[src/core/pin_map_params.svh]
`ifndef PIN_MAP_PARAMS_SVH
`define PIN_MAP_PARAMS_SVH

// Byte addresses on the register bus
`define MAP_KEY_OFFSET      12'h000
`define MAP_CTRL_OFFSET     12'h004
`define MAP_PIN_BASE        12'h020

// Access key values
`define MAP_KEY_READ_VALUE  16'h96a5
`define MAP_KEY_GRANT_VALUE 16'h2d52

// Control register fields, control register reset values and pin selector reset value
`define MAP_CTRL_LOCK_BIT   0
`define MAP_CTRL_RECFG_BIT  1
`define MAP_LOCK_RESET      1'b1
`define MAP_RECFG_RESET     1'b0
`define MAP_SEL_RESET       8'h00

`endif

[src/core/pin_map_pkg.sv]
package pin_map_pkg;

  typedef enum logic [1:0] {
    PH_IDLE,
    PH_FETCH,
    PH_ANSWER
  } apb_phase_t;

endpackage

[src/core/map_select_mem.sv]
`timescale 1ns/1ps
`include "pin_map_params.svh"

module map_select_mem #(
  parameter int PINS     = 8,
  parameter int SEL_BITS = 8,
  parameter int IDX_W    = 3
) (
  input  wire logic                     core_clk,
  input  wire logic                     arst_n,
  input  wire logic                     we,
  input  wire logic [IDX_W-1:0]         waddr,
  input  wire logic [SEL_BITS-1:0]      wdata,
  input  wire logic [IDX_W-1:0]         raddr,
  output logic      [SEL_BITS-1:0]      rdata,
  output logic      [PINS*SEL_BITS-1:0] contents
);

  localparam logic [SEL_BITS-1:0] SEL_RESET = SEL_BITS'(`MAP_SEL_RESET);

  genvar g;
  generate
    for (g = 0; g < PINS; g++) begin : g_entry
      always_ff @(posedge core_clk or negedge arst_n) begin
        if (!arst_n) begin
          contents[g*SEL_BITS +: SEL_BITS] <= SEL_RESET;
        end else if (we && waddr == IDX_W'(g)) begin
          contents[g*SEL_BITS +: SEL_BITS] <= wdata;
        end
      end
    end
  endgenerate

  always_ff @(posedge core_clk or negedge arst_n) begin
    if (!arst_n) begin
      rdata <= SEL_RESET;
    end else begin
      rdata <= contents[raddr*SEL_BITS +: SEL_BITS];
    end
  end

endmodule

[src/core/pin_function_map_regs.sv]
// Notes on behaviour
// Control register bits 31 to 2 read zero and ignore writes.
// Bit 1 is writable reconfiguration permit, reset zero; one allows later sessions.
// Bit 0 is read-only lock flag, reset one, untouched by writes.
// Lock flag reads zero while map writes are granted, one while locked.
// Each pin register holds an 8-bit function selector, reset zero.
// Selector bits beyond the implemented width read zero and are read-only.
// Key register reads a fixed value; writing the grant key opens access.
// While locked, writes to pin registers and permit bit are discarded.
//
// The APB interface to the registers and the placing of the registers were chosen for this implementation.
`timescale 1ns/1ps
`include "pin_map_params.svh"

module pin_function_map_regs #(
  parameter int PINS     = 8,
  parameter int SEL_BITS = 8
) (
  input  wire logic                     core_clk,
  input  wire logic                     arst_n,
  input  wire logic                     psel,
  input  wire logic                     penable,
  input  wire logic                     pwrite,
  input  wire logic [11:0]              paddr,
  input  wire logic [31:0]              pwdata,
  output logic      [31:0]              prdata,
  output logic                          pready,
  output logic                          pslverr,
  output logic      [PINS*SEL_BITS-1:0] pin_function_select,
  output logic                          map_write_locked,
  output logic                          remap_repeat_allow
);

  localparam int IDX_W = (PINS > 1) ? $clog2(PINS) : 1;
  localparam logic [11:0] PIN_END = 12'(`MAP_PIN_BASE + 4 * PINS);

  pin_map_pkg::apb_phase_t phase;
  logic                    session_used;
  logic [SEL_BITS-1:0]     mem_rdata;

  // Address decode
  wire        req        = psel && penable;
  wire        aligned    = paddr[1:0] == 2'b00;
  wire        hit_key    = aligned && paddr == `MAP_KEY_OFFSET;
  wire        hit_ctrl   = aligned && paddr == `MAP_CTRL_OFFSET;
  wire        hit_pin    = aligned && paddr >= `MAP_PIN_BASE && paddr < PIN_END;
  wire [11:0] pin_off    = paddr - `MAP_PIN_BASE;
  wire [IDX_W-1:0] pin_idx = pin_off[IDX_W+1:2];
  wire        mapped     = hit_key || hit_ctrl || hit_pin;
  wire        done       = phase == pin_map_pkg::PH_ANSWER && req;
  wire        wr_done    = done && pwrite && mapped;

  // Key handling and session control
  wire key_wr     = wr_done && hit_key;
  wire key_good   = pwdata[15:0] == `MAP_KEY_GRANT_VALUE;
  wire may_open   = !session_used || remap_repeat_allow;
  wire map_wr     = wr_done && hit_pin && !map_write_locked;
  wire ctrl_wr    = wr_done && hit_ctrl && !map_write_locked;

  // Read data selection
  wire [31:0] key_word  = {16'h0000, `MAP_KEY_READ_VALUE};
  wire [31:0] ctrl_word = {30'h0, remap_repeat_allow, map_write_locked};
  wire [31:0] pin_word  = {{(32-SEL_BITS){1'b0}}, mem_rdata};
  wire [31:0] rd_word   = hit_key  ? key_word  :
                          hit_ctrl ? ctrl_word :
                          hit_pin  ? pin_word  : 32'h0000_0000;

  map_select_mem #(
    .PINS     (PINS),
    .SEL_BITS (SEL_BITS),
    .IDX_W    (IDX_W)
  ) u_mem (
    .core_clk (core_clk),
    .arst_n   (arst_n),
    .we       (map_wr),
    .waddr    (pin_idx),
    .wdata    (pwdata[SEL_BITS-1:0]),
    .raddr    (pin_idx),
    .rdata    (mem_rdata),
    .contents (pin_function_select)
  );

  // Bus phase sequencer: one fetch cycle then the answer cycle
  always_ff @(posedge core_clk or negedge arst_n) begin
    if (!arst_n) begin
      phase   <= pin_map_pkg::PH_IDLE;
      pready  <= 1'b0;
      pslverr <= 1'b0;
      prdata  <= 32'h0000_0000;
    end else begin
      case (phase)
        pin_map_pkg::PH_IDLE: begin
          pready  <= 1'b0;
          pslverr <= 1'b0;
          if (req) begin
            phase <= pin_map_pkg::PH_FETCH;
          end
        end
        pin_map_pkg::PH_FETCH: begin
          pready  <= 1'b1;
          pslverr <= !mapped;
          prdata  <= pwrite ? 32'h0000_0000 : rd_word;
          phase   <= pin_map_pkg::PH_ANSWER;
        end
        pin_map_pkg::PH_ANSWER: begin
          pready  <= 1'b0;
          pslverr <= 1'b0;
          phase   <= pin_map_pkg::PH_IDLE;
        end
        default: begin
          pready  <= 1'b0;
          pslverr <= 1'b0;
          phase   <= pin_map_pkg::PH_IDLE;
        end
      endcase
    end
  end

  // Control register state
  always_ff @(posedge core_clk or negedge arst_n) begin
    if (!arst_n) begin
      map_write_locked   <= `MAP_LOCK_RESET;
      remap_repeat_allow <= `MAP_RECFG_RESET;
      session_used       <= 1'b0;
    end else begin
      if (ctrl_wr) begin
        remap_repeat_allow <= pwdata[`MAP_CTRL_RECFG_BIT];
      end
      if (key_wr) begin
        if (!key_good) begin
          map_write_locked <= 1'b1;
        end else if (map_write_locked && may_open) begin
          map_write_locked <= 1'b0;
          session_used     <= 1'b1;
        end
      end
    end
  end

  // Checks
  ctrl_reserved_a: assert property (@(posedge core_clk) disable iff (!arst_n)
    pready && req && !pwrite && hit_ctrl |-> prdata[31:2] == 30'h0)
    else $error("control reserved bits read nonzero");

  permit_write_a: assert property (@(posedge core_clk) disable iff (!arst_n)
    ctrl_wr |=> remap_repeat_allow == $past(pwdata[1]))
    else $error("permit bit did not take written value");

  lock_readonly_a: assert property (@(posedge core_clk) disable iff (!arst_n)
    wr_done && hit_ctrl |=> $stable(map_write_locked))
    else $error("control write changed lock flag");

  lock_readback_a: assert property (@(posedge core_clk) disable iff (!arst_n)
    phase == pin_map_pkg::PH_FETCH && !pwrite && hit_ctrl
      |=> prdata[0] == $past(map_write_locked) && pready)
    else $error("lock flag read back wrong");

  map_write_a: assert property (@(posedge core_clk) disable iff (!arst_n)
    map_wr |=> pin_function_select[$past(pin_idx)*SEL_BITS +: SEL_BITS]
      == $past(pwdata[SEL_BITS-1:0]))
    else $error("pin selector not updated");

  sel_upper_zero_a: assert property (@(posedge core_clk) disable iff (!arst_n)
    pready && req && !pwrite && hit_pin |-> prdata[31:SEL_BITS] == '0)
    else $error("unused selector bits read nonzero");

  key_readback_a: assert property (@(posedge core_clk) disable iff (!arst_n)
    pready && req && !pwrite && hit_key |-> prdata == 32'h0000_96a5)
    else $error("key register read wrong value");

  key_grant_a: assert property (@(posedge core_clk) disable iff (!arst_n)
    key_wr && key_good && map_write_locked && may_open |=> !map_write_locked)
    else $error("grant key did not unlock");

  locked_hold_a: assert property (@(posedge core_clk) disable iff (!arst_n)
    wr_done && map_write_locked && !hit_key
      |=> $stable(pin_function_select) && $stable(remap_repeat_allow))
    else $error("locked write changed state");

  answer_time_a: assert property (@(posedge core_clk) disable iff (!arst_n)
    phase == pin_map_pkg::PH_IDLE && req |-> !pready ##1 !pready ##1 pready)
    else $error("answer not on third access cycle");

  answer_pulse_a: assert property (@(posedge core_clk) disable iff (!arst_n)
    pready |=> !pready)
    else $error("ready stood longer than one cycle");

  answer_phase_a: assert property (@(posedge core_clk) disable iff (!arst_n)
    phase != pin_map_pkg::PH_ANSWER |-> !pready && !pslverr)
    else $error("response outside answer cycle");

  err_response_a: assert property (@(posedge core_clk) disable iff (!arst_n)
    phase == pin_map_pkg::PH_FETCH |=> pready && pslverr == !$past(mapped))
    else $error("error response wrong");

  write_rdata_zero_a: assert property (@(posedge core_clk) disable iff (!arst_n)
    phase == pin_map_pkg::PH_FETCH && pwrite |=> prdata == 32'h0000_0000)
    else $error("read data nonzero on write");

  unmapped_hold_a: assert property (@(posedge core_clk) disable iff (!arst_n)
    done && pwrite && !mapped
      |=> $stable(pin_function_select) && $stable(remap_repeat_allow)
        && $stable(map_write_locked))
    else $error("unmapped write changed state");

  permit_readback_a: assert property (@(posedge core_clk) disable iff (!arst_n)
    phase == pin_map_pkg::PH_FETCH && !pwrite && hit_ctrl
      |=> prdata[1] == $past(remap_repeat_allow))
    else $error("permit bit read back wrong");

  pin_readback_a: assert property (@(posedge core_clk) disable iff (!arst_n)
    phase == pin_map_pkg::PH_FETCH && !pwrite && hit_pin
      |=> prdata[SEL_BITS-1:0]
        == $past(pin_function_select[pin_idx*SEL_BITS +: SEL_BITS]))
    else $error("pin selector read back wrong");

  bad_key_lock_a: assert property (@(posedge core_clk) disable iff (!arst_n)
    key_wr && !key_good |=> map_write_locked)
    else $error("wrong key did not lock");

  single_session_a: assert property (@(posedge core_clk) disable iff (!arst_n)
    key_wr && key_good && session_used && !remap_repeat_allow
      |=> $stable(map_write_locked))
    else $error("second session opened without permit");

endmodule

[config.mk]
export PLATFORM = sky130hd
export DESIGN_NAME = pin_function_map_regs
export DESIGN_NICKNAME = d
export VERILOG_FILES = /design/src/core/pin_map_pkg.sv /design/src/core/map_select_mem.sv /design/src/core/pin_function_map_regs.sv
export VERILOG_INCLUDE_DIRS = /design/src /design/src/core
export SDC_FILE = /design/constraint.sdc
export NUM_CORES = 1
export LEC_CHECK = 0
export ABC_CLOCK_PERIOD_IN_PS = 3400
export BUFFER_PORTS_ARGS = -buffer_cell sky130_fd_sc_hd__buf_4
export CORE_MARGIN = 5
export CORE_UTILIZATION = 50
export CTS_BUF_LIST = sky130_fd_sc_hd__clkbuf_4
export CTS_CLUSTER_DIAMETER = 40
export DETAILED_ROUTE_END_ITERATION = 16
export PLACE_DENSITY_LB_ADDON = 0.2
export SETUP_SLACK_MARGIN = 0.4
export SLEW_MARGIN = 20
export SYNTH_ARGS = -nofsm -noshare
export SYNTH_HDL_FRONTEND = slang
export SYNTH_HIERARCHICAL = 1
export SYNTH_SLANG_ARGS = --single-unit
[constraint.sdc]
create_clock -name core_clk -period 3.4 [get_ports core_clk]
set_input_delay 1.02 -clock core_clk [delete_from_list [all_inputs] [get_ports core_clk]]
set_output_delay 1.02 -clock core_clk [all_outputs]
set_load 0.05 [all_outputs]
==> results of run 1 <==
==> routing by layer <==
layer	share of wire	up-vias	track usage
li1	-	1238	-
met1	0.43	1415	0.2827
met2	0.48	99	0.3215
met3	0.078	8	0.05121
met4	0.0088	0	0.05596
met5	0	-	0
==> synthesized netlist by cell type <==
master	n	share of area
nand4_1	1	0.0015
nand2_1	7	0.0064
clkbuf_1	3	0.0027
o31ai_1	1	0.0018
or2_1	1	0.0015
o41ai_1	2	0.0042
mux2_2	72	0.20
buf_2	7	0.0085
buf_12	1	0.0049
nor2_2	1	0.0015
nor2_1	3	0.0027
mux2_1	1	0.0027
or3_1	1	0.0015
nand4b_1	4	0.0085
or2_0	1	0.0015
buf_1	1	0.00091
nand3_1	1	0.0012
o21a_1	1	0.0018
nor4b_4	2	0.012
nor4bb_1	3	0.0073
a21oi_1	1	0.0012
buf_6	1	0.0027
or4_1	1	0.0018
a31o_1	1	0.0021
or4_4	2	0.0055
nand3b_1	1	0.0018
mux4_2	1	0.0055
a21o_1	2	0.0036
a22o_1	3	0.0064
buf_4	23	0.042
dfrtp_1	87	0.53
inv_2	2	0.0018
o21ai_1	1	0.0012
nor3_1	5	0.0061
a221o_1	3	0.0073
dfstp_2	1	0.0064
conb_1	1	0.00091
nor4b_1	2	0.0042
nand2b_1	1	0.0015
mux4_1	15	0.096
nand4bb_1	1	0.0027
nor2b_1	2	0.0030
==> cells by family (layout without fill, tap and decap cells) <==
logic type             after synthesis  count (layout)  share of synthesized area
DFF                                 88              88                     0.5340
and+or+nand+nor                     40              40                    0.07187
AOI/OAI and AO/OA                   15              15                    0.02972
buffers and inverters               38             148                    0.06337
other                                1              20                  0.0009088
muxes                               89              89                     0.3002
==> flip-flops by register name, indices dropped and copies added (netlist names) <==
| signal | count |
|---|---|
| map_write_locked | 1 |
| pslverr | 1 |
| session_used | 1 |
| prdata | 9 |
| phase | 2 |
| remap_repeat_allow | 1 |
| u_mem/contents | 64 |
| u_mem/rdata | 8 |
| pready | 1 |
==> stage by stage <==
stage / instances / area, µm² / worst slack [ns]
2_1_floorplan: 290 / 4199 / 0.4025
3_3_place_gp: 489 / 5082 / 0.09046
3_5_place_dp: 489 / 5082 / 0.05726
4_1_cts: 505 / 5236 / 0.4986
5_1_grt: 505 / 5236 / 0.4231
6_report: 505 / 5236 / 0.4822
==> worst max-delay path by stage <==
stage                     slack, ns  cells after the start                  to     start
after floorplan                0.40                      6   u_mem/contents[0]  paddr[1]
after global placement         0.09                      8  u_mem/contents[12]  paddr[1]
after detailed placement       0.06                      8  u_mem/contents[11]  paddr[1]
after CTS                      0.50                      8  u_mem/contents[10]  paddr[1]
after global routing           0.42                      8  u_mem/contents[12]  paddr[1]
final                          0.48                      8  u_mem/contents[10]  paddr[1]
==> where the power goes <==
part           internal [µW]  switching (µW)
Sequential              1050            1.24
Clock                    292             348
Combinational           43.2             117
==> layout make-up <==
cell class / instances / area [µm²] / area share
repair buffers: 130 / 988.4 / 0.1888
clock buffers: 9 / 67.56 / 0.01290
flip-flops and latches: 88 / 2203 / 0.4208
well taps: 105 / 131.4 / 0.02509
multi-input cells: 164 / 1752 / 0.3345
clock inverters: 7 / 86.33 / 0.01649
inverters: 2 / 7.507 / 0.001434
==> flow_summary.json, run 1 <==
{
  "status": "finished, final reports clean",
  "clk_latency_ns": 0.43,
  "syn2layout_area_growth_pct": 26.90,
  "port_buffers": 112,
  "fp.dieArea_mm2": 0.01017,
  "synth_cells": 271,
  "clockBufferDepth": 2,
  "mostFrequentLayoutCell": "buf_4",
  "synth_area_mm2": 0.004126,
  "antenna_found_initial": 0,
  "ys_seq_elements": 88,
  "rsz0062_at_grt": "no",
  "tightest_slew_ns": 0.6508,
  "worstHoldStart": "phase[1]",
  "worstHoldEndpoint": "phase[0]",
  "cp-start-kind": "primary input",
  "slowest_stage": "or4_4",
  "cp_top_family": "simple AND/OR/NAND/NOR gates",
  "powerDensity_mw_per_mm2": 353.6,
  "grt_pass1_wl_mm": 15.71,
  "numCtsBuffers": 9,
  "endpoint_kind": "flip-flop",
  "die_w_um": 100.8,
  "cts_setup_buffers": 0,
  "cts_resized": 0,
  "initial_core_util": 0.5073,
  "critPathArrivalTime_ns": 3.22,
  "cts_max_level": 3,
  "ys_warn_count": 6,
  "crit_path_max_fanout": 8,
  "nets": 444,
  "pin_count": 149,
  "rr_startpoint": "phase[0]",
  "crit_type": "primary input to flip-flop",
  "num_vias": 2760,
  "power.total_uw": 1851,
  "groute.usage.overall": 0.2039,
  "n_fill_cell": 653,
  "path_clk_slew_ns": 0.13,
  "grt_max_degree": 51,
  "relSlewSlack": 0.5661,
  "fin_crit_ns": 2.918,
  "period_share": 0.8582,
  "rows": 33,
  "whs_ns": 0.4535,
  "slew_violations": 0,
  "totalWireLength_mm": 9.923,
  "power.leakage_uw": 0.002805,
  "ant_nets": 0,
  "ir_worst_vdd_v": 0.0001825,
  "setup_tns_ns": 0,
  "drt_iter0_markers": 102,
  "dr.pass1.iters": 4,
  "fin_util": 0.6437,
  "hold_depth": 1,
  "via_per_inst": 5.465,
  "drive_gt1_frac": 0.5725,
  "clock_sinks": 88,
  "drc": 0,
  "hold_buffers": 0,
  "die_y_um": 100.8,
  "grt_pass1_vias": 2816,
  "overflow": 0,
  "avgRoutedWirePerCell_um": 19.65,
  "fin_skew_ns": 0.02342,
  "synth-seq-area-share": 0.5340,
  "path_buf_inv": 3,
  "cpPeakStageDelay_ns": 0.53,
  "crit_chain": "buf_4 -> or4_4 -> or2_1 -> nor3_1 -> buf_4 -> nor4bb_2 -> buf_4 -> mux2_2",
  "cts_tree": "done",
  "hold_violations": 0,
  "gp_congestion": 0.7467,
  "min_path_type": "flip-flop to flip-flop",
  "fmax_mhz": 342.7,
  "cap_violations": 0,
  "layout_common_cells": "buf_4 (129), dfrtp_1 (87), mux2_2 (72), conb_1 (20), mux4_1 (15)",
  "syn_avg_cell_area_um2": 15.23,
  "synth_cell_types": 42,
  "r2r_slack_ns": 1.04,
  "r2r-end": "u_mem/contents[10]",
  "rr_worst_depth": 7,
  "cts_root_buffer": "clkbuf_4",
  "dp_hpwl_mm": 7.111,
  "diodes": 0,
  "cp_common_cell": "buf_4",
  "coreArea_mm2": 0.008134,
  "finalSetupViolations": 0,
  "crit_required_ns": 3.70
}
Note: power is estimated with default switching activity, not from simulation.
==> run 2: changes to the inputs <==
- ABC_AREA: default -> 1
- CTS_BUF_LIST: sky130_fd_sc_hd__clkbuf_4 -> sky130_fd_sc_hd__clkbuf_16
==> run 2 against run 1 <==
  * Synthesized cell count up 120%
  * Hold slack better by 0.0070 ns
  * Via count up 46%
  * Flip-flop and latch count unchanged
  * Clock skew down 0.016 ns
  * Clock power up 72%
  * Final area up 7.9%
  * Sequential power about the same
  * Area after synthesis up 9.9%
  * Critical endpoint is now u_mem/contents[1]
  * Non-clock buffer count down 16
==> flow_summary.json, run 2 <==
{
  "status": "finished, final reports clean",
  "port_buffers": 112,
  "synth.most_common_cell": "nand2_1",
  "groute.usage.overall": 0.2163,
  "pin_count": 149,
  "synth_area_mm2": 0.004536,
  "coreArea_mm2": 0.008763,
  "via_per_inst": 5.022,
  "totalWireLength_mm": 12.25,
  "grt_use_met1": 0.2908,
  "largest-register": "u_mem/contents",
  "crit_cells": 11,
  "gp_congestion": 0.9010,
  "diodes": 0,
  "nets": 739,
  "cts_tree": "done",
  "synth-seq-area-share": 0.4858,
  "use_met3": 0.03667,
  "syn2layout_area_growth_pct": 24.55,
  "cts_max_level": 3,
  "largest_reg_flops": 64,
  "numCtsBuffers": 9,
  "synth_area_leaders": "dfrtp_1 (48%), nand2_1 (17%), inv_1 (7.4%), o21ai_0 (7.1%), nand3_1 (5.5%)",
  "grt.busiest_layer": "met2",
  "drc": 0,
  "path_clk_slew_ns": 0.07,
  "endpoint_kind": "flip-flop",
  "rows": 34,
  "period_share": 0.7838,
  "critPathArrivalTime_ns": 2.85,
  "cp_common_cell": "nor2_2",
  "die_y_um": 105.2,
  "fin_crit_ns": 2.665,
  "hold_violations": 0,
  "hold_buffers": 0,
  "antenna_found_initial": 0,
  "dp_hpwl_mm": 8.837,
  "yosysTopAreaCell": "dfrtp_1",
  "drive_gt1_frac": 0.2248,
  "cts_root_buffer": "clkbuf_16",
  "synth.top_cell.area_share": 0.4800,
  "setup_tns_ns": 0,
  "synth_edf_count": 0,
  "initial_core_util": 0.5176,
  "cap_violations": 0,
  "rsz0062_at_grt": "no",
  "crit_chain": "buf_4 -> nor2_2 -> inv_1 -> nor2_2 -> nand2_2 -> nor4_2 -> inv_1 -> nor2_2 -> nand2_1 -> nand2_1 -> o21ai_0",
  "power.leakage_uw": 0.003024,
  "ys_seq_elements": 88,
  "dr.pass1.iters": 5,
  "die_w_um": 105.2,
  "path_buf_inv": 3,
  "layout_common_cells": "nand2_1 (206), buf_4 (113), inv_1 (91), dfrtp_1 (87), o21ai_0 (64)",
  "ant_nets": 0,
  "rr_worst_depth": 8,
  "crit_type": "primary input to flip-flop",
  "fmax_mhz": 375.3,
  "postSynth.asyncResetShare": 1.000,
  "slowest_stage": "nor4_2",
  "num_vias": 4028,
  "grt_pass1_vias": 3766,
  "drt_iter0_markers": 355,
  "slew_violations": 0,
  "tightest_slew_ns": 0.7926,
  "ir_worst_vdd_v": 0.0002777,
  "mostFrequentLayoutCell": "nand2_1",
  "powerDensity_mw_per_mm2": 423.6,
  "relSlewSlack": 0.4716,
  "synth_common_cells": "nand2_1 (206), inv_1 (90), dfrtp_1 (87)",
  "clockBufferDepth": 2,
  "crit_path_max_fanout": 16,
  "finalSetupViolations": 0,
  "ys_warn_count": 6,
  "place_inst": 787,
  "reg_top3": "u_mem/contents x64, prdata x9, u_mem/rdata x8",
  "synth_cells": 588,
  "whs_ns": 0.4605,
  "clk_latency_ns": 0.33,
  "cts_setup_buffers": 0,
  "grt_pass1_wl_mm": 19.36,
  "avgRoutedWirePerCell_um": 15.28,
  "min_path_type": "flip-flop to flip-flop",
  "final_cells": 802,
  "crit_required_ns": 3.59,
  "synth_cell_types": 31,
  "grt_max_degree": 89,
  "ys.flop_type": "dfrtp_1",
  "hold_depth": 1,
  "cpPeakStageDelay_ns": 0.32,
  "fp.dieArea_mm2": 0.01108,
  "cp_top_family": "simple AND/OR/NAND/NOR gates",
  "clock_sinks": 88,
  "cp-start-kind": "primary input",
  "met2_usage": 0.3548,
  "cts_resized": 0,
  "overflow": 0,
  "fin_skew_ns": 0.007543,
  "syn_avg_cell_area_um2": 7.714
}
==> run 2: cell count changes after synthesis, sizes merged, moves of 4 or more <==
| cell | change |
|---|---|
| buf | +5 |
| inv | +93 |
| mux2 | -73 |
| mux4 | -16 |
| nand2 | +201 |
| nand3 | +52 |
| nand4b | -4 |
| nor2 | +21 |
| nor4b | -4 |
| o21ai | +64 |
==> run 2: per-layer routing <==
metal	wire length, µm	up-vias
met4	208	0
li1	-	1960
met5	0	-
met1	4991	1870
met2	6025	180
met3	1025	18
==> run 2: path summary, 6_finish.rpt <==
path | startpoint | end | slack [ns]
max reg2reg | phase[0] | u_mem/contents[1] | 1.39
max | paddr[1] | u_mem/contents[1] | 0.74
min | phase[0] | phase[0] | 0.46
max in group asynchronous | arst_n | u_mem/contents[12] | 2.10
min reg2reg | phase[0] | phase[0] | 0.46
min in group asynchronous | arst_n | pslverr | 0.75
==> run 2: kinds of logic (layout without fill, tap and decap cells) <==
kind of cell,after synthesis,in the layout,share of synthesized area
AND/OR/NAND/NOR,296,296,0.2949
buffers and inverters,137,224,0.1451
flip-flops,88,88,0.4858
AO/OA/AOI/OAI,66,66,0.07338
other,1,20,0.0008268
==> run 2: worst reg2reg max path: stages (launching register included) <==
cell	delay [ns]
dfrtp_1	0.38
inv_2	0.09
nand3_1	0.13
nor4_2	0.40
inv_1	0.10
nor2_2	0.19
nand2_1	0.32
nand2_1	0.15
o21ai_0	0.10
==> run 2: power breakdown <==
group,total (µW),leakage [µW],switching (µW),internal [µW]
Clock,1100,0.000163,391,713
Sequential,1060,0.00117,4.74,1060
Combinational,226,0.00169,172,54.0
==> run 2: cell type report <==
cell class	instances	area [µm²]
Sequential cell	88	2203
Clock inverter	6	110.1
Inverter	95	364.1
Clock buffer	9	225.2
Multi-Input combinational cell	382	1752
Timing Repair Buffer	114	859.6
Tap cell	108	135.1
Fill cell	768	3114
==> run 2: stage by stage <==
stage               utilization  instance area [µm²]  worst slack (ns)  total power, µW
floorplan                     -                 4607            0.8839             1236
global placement         0.6052                 5304            0.3576             1305
detailed placement       0.6052                 5304            0.2603             1307
CTS                      0.6435                 5639            0.5923             2406
global route             0.6446                 5649            0.5418             2476
finish                   0.6446                 5649            0.7352             2393
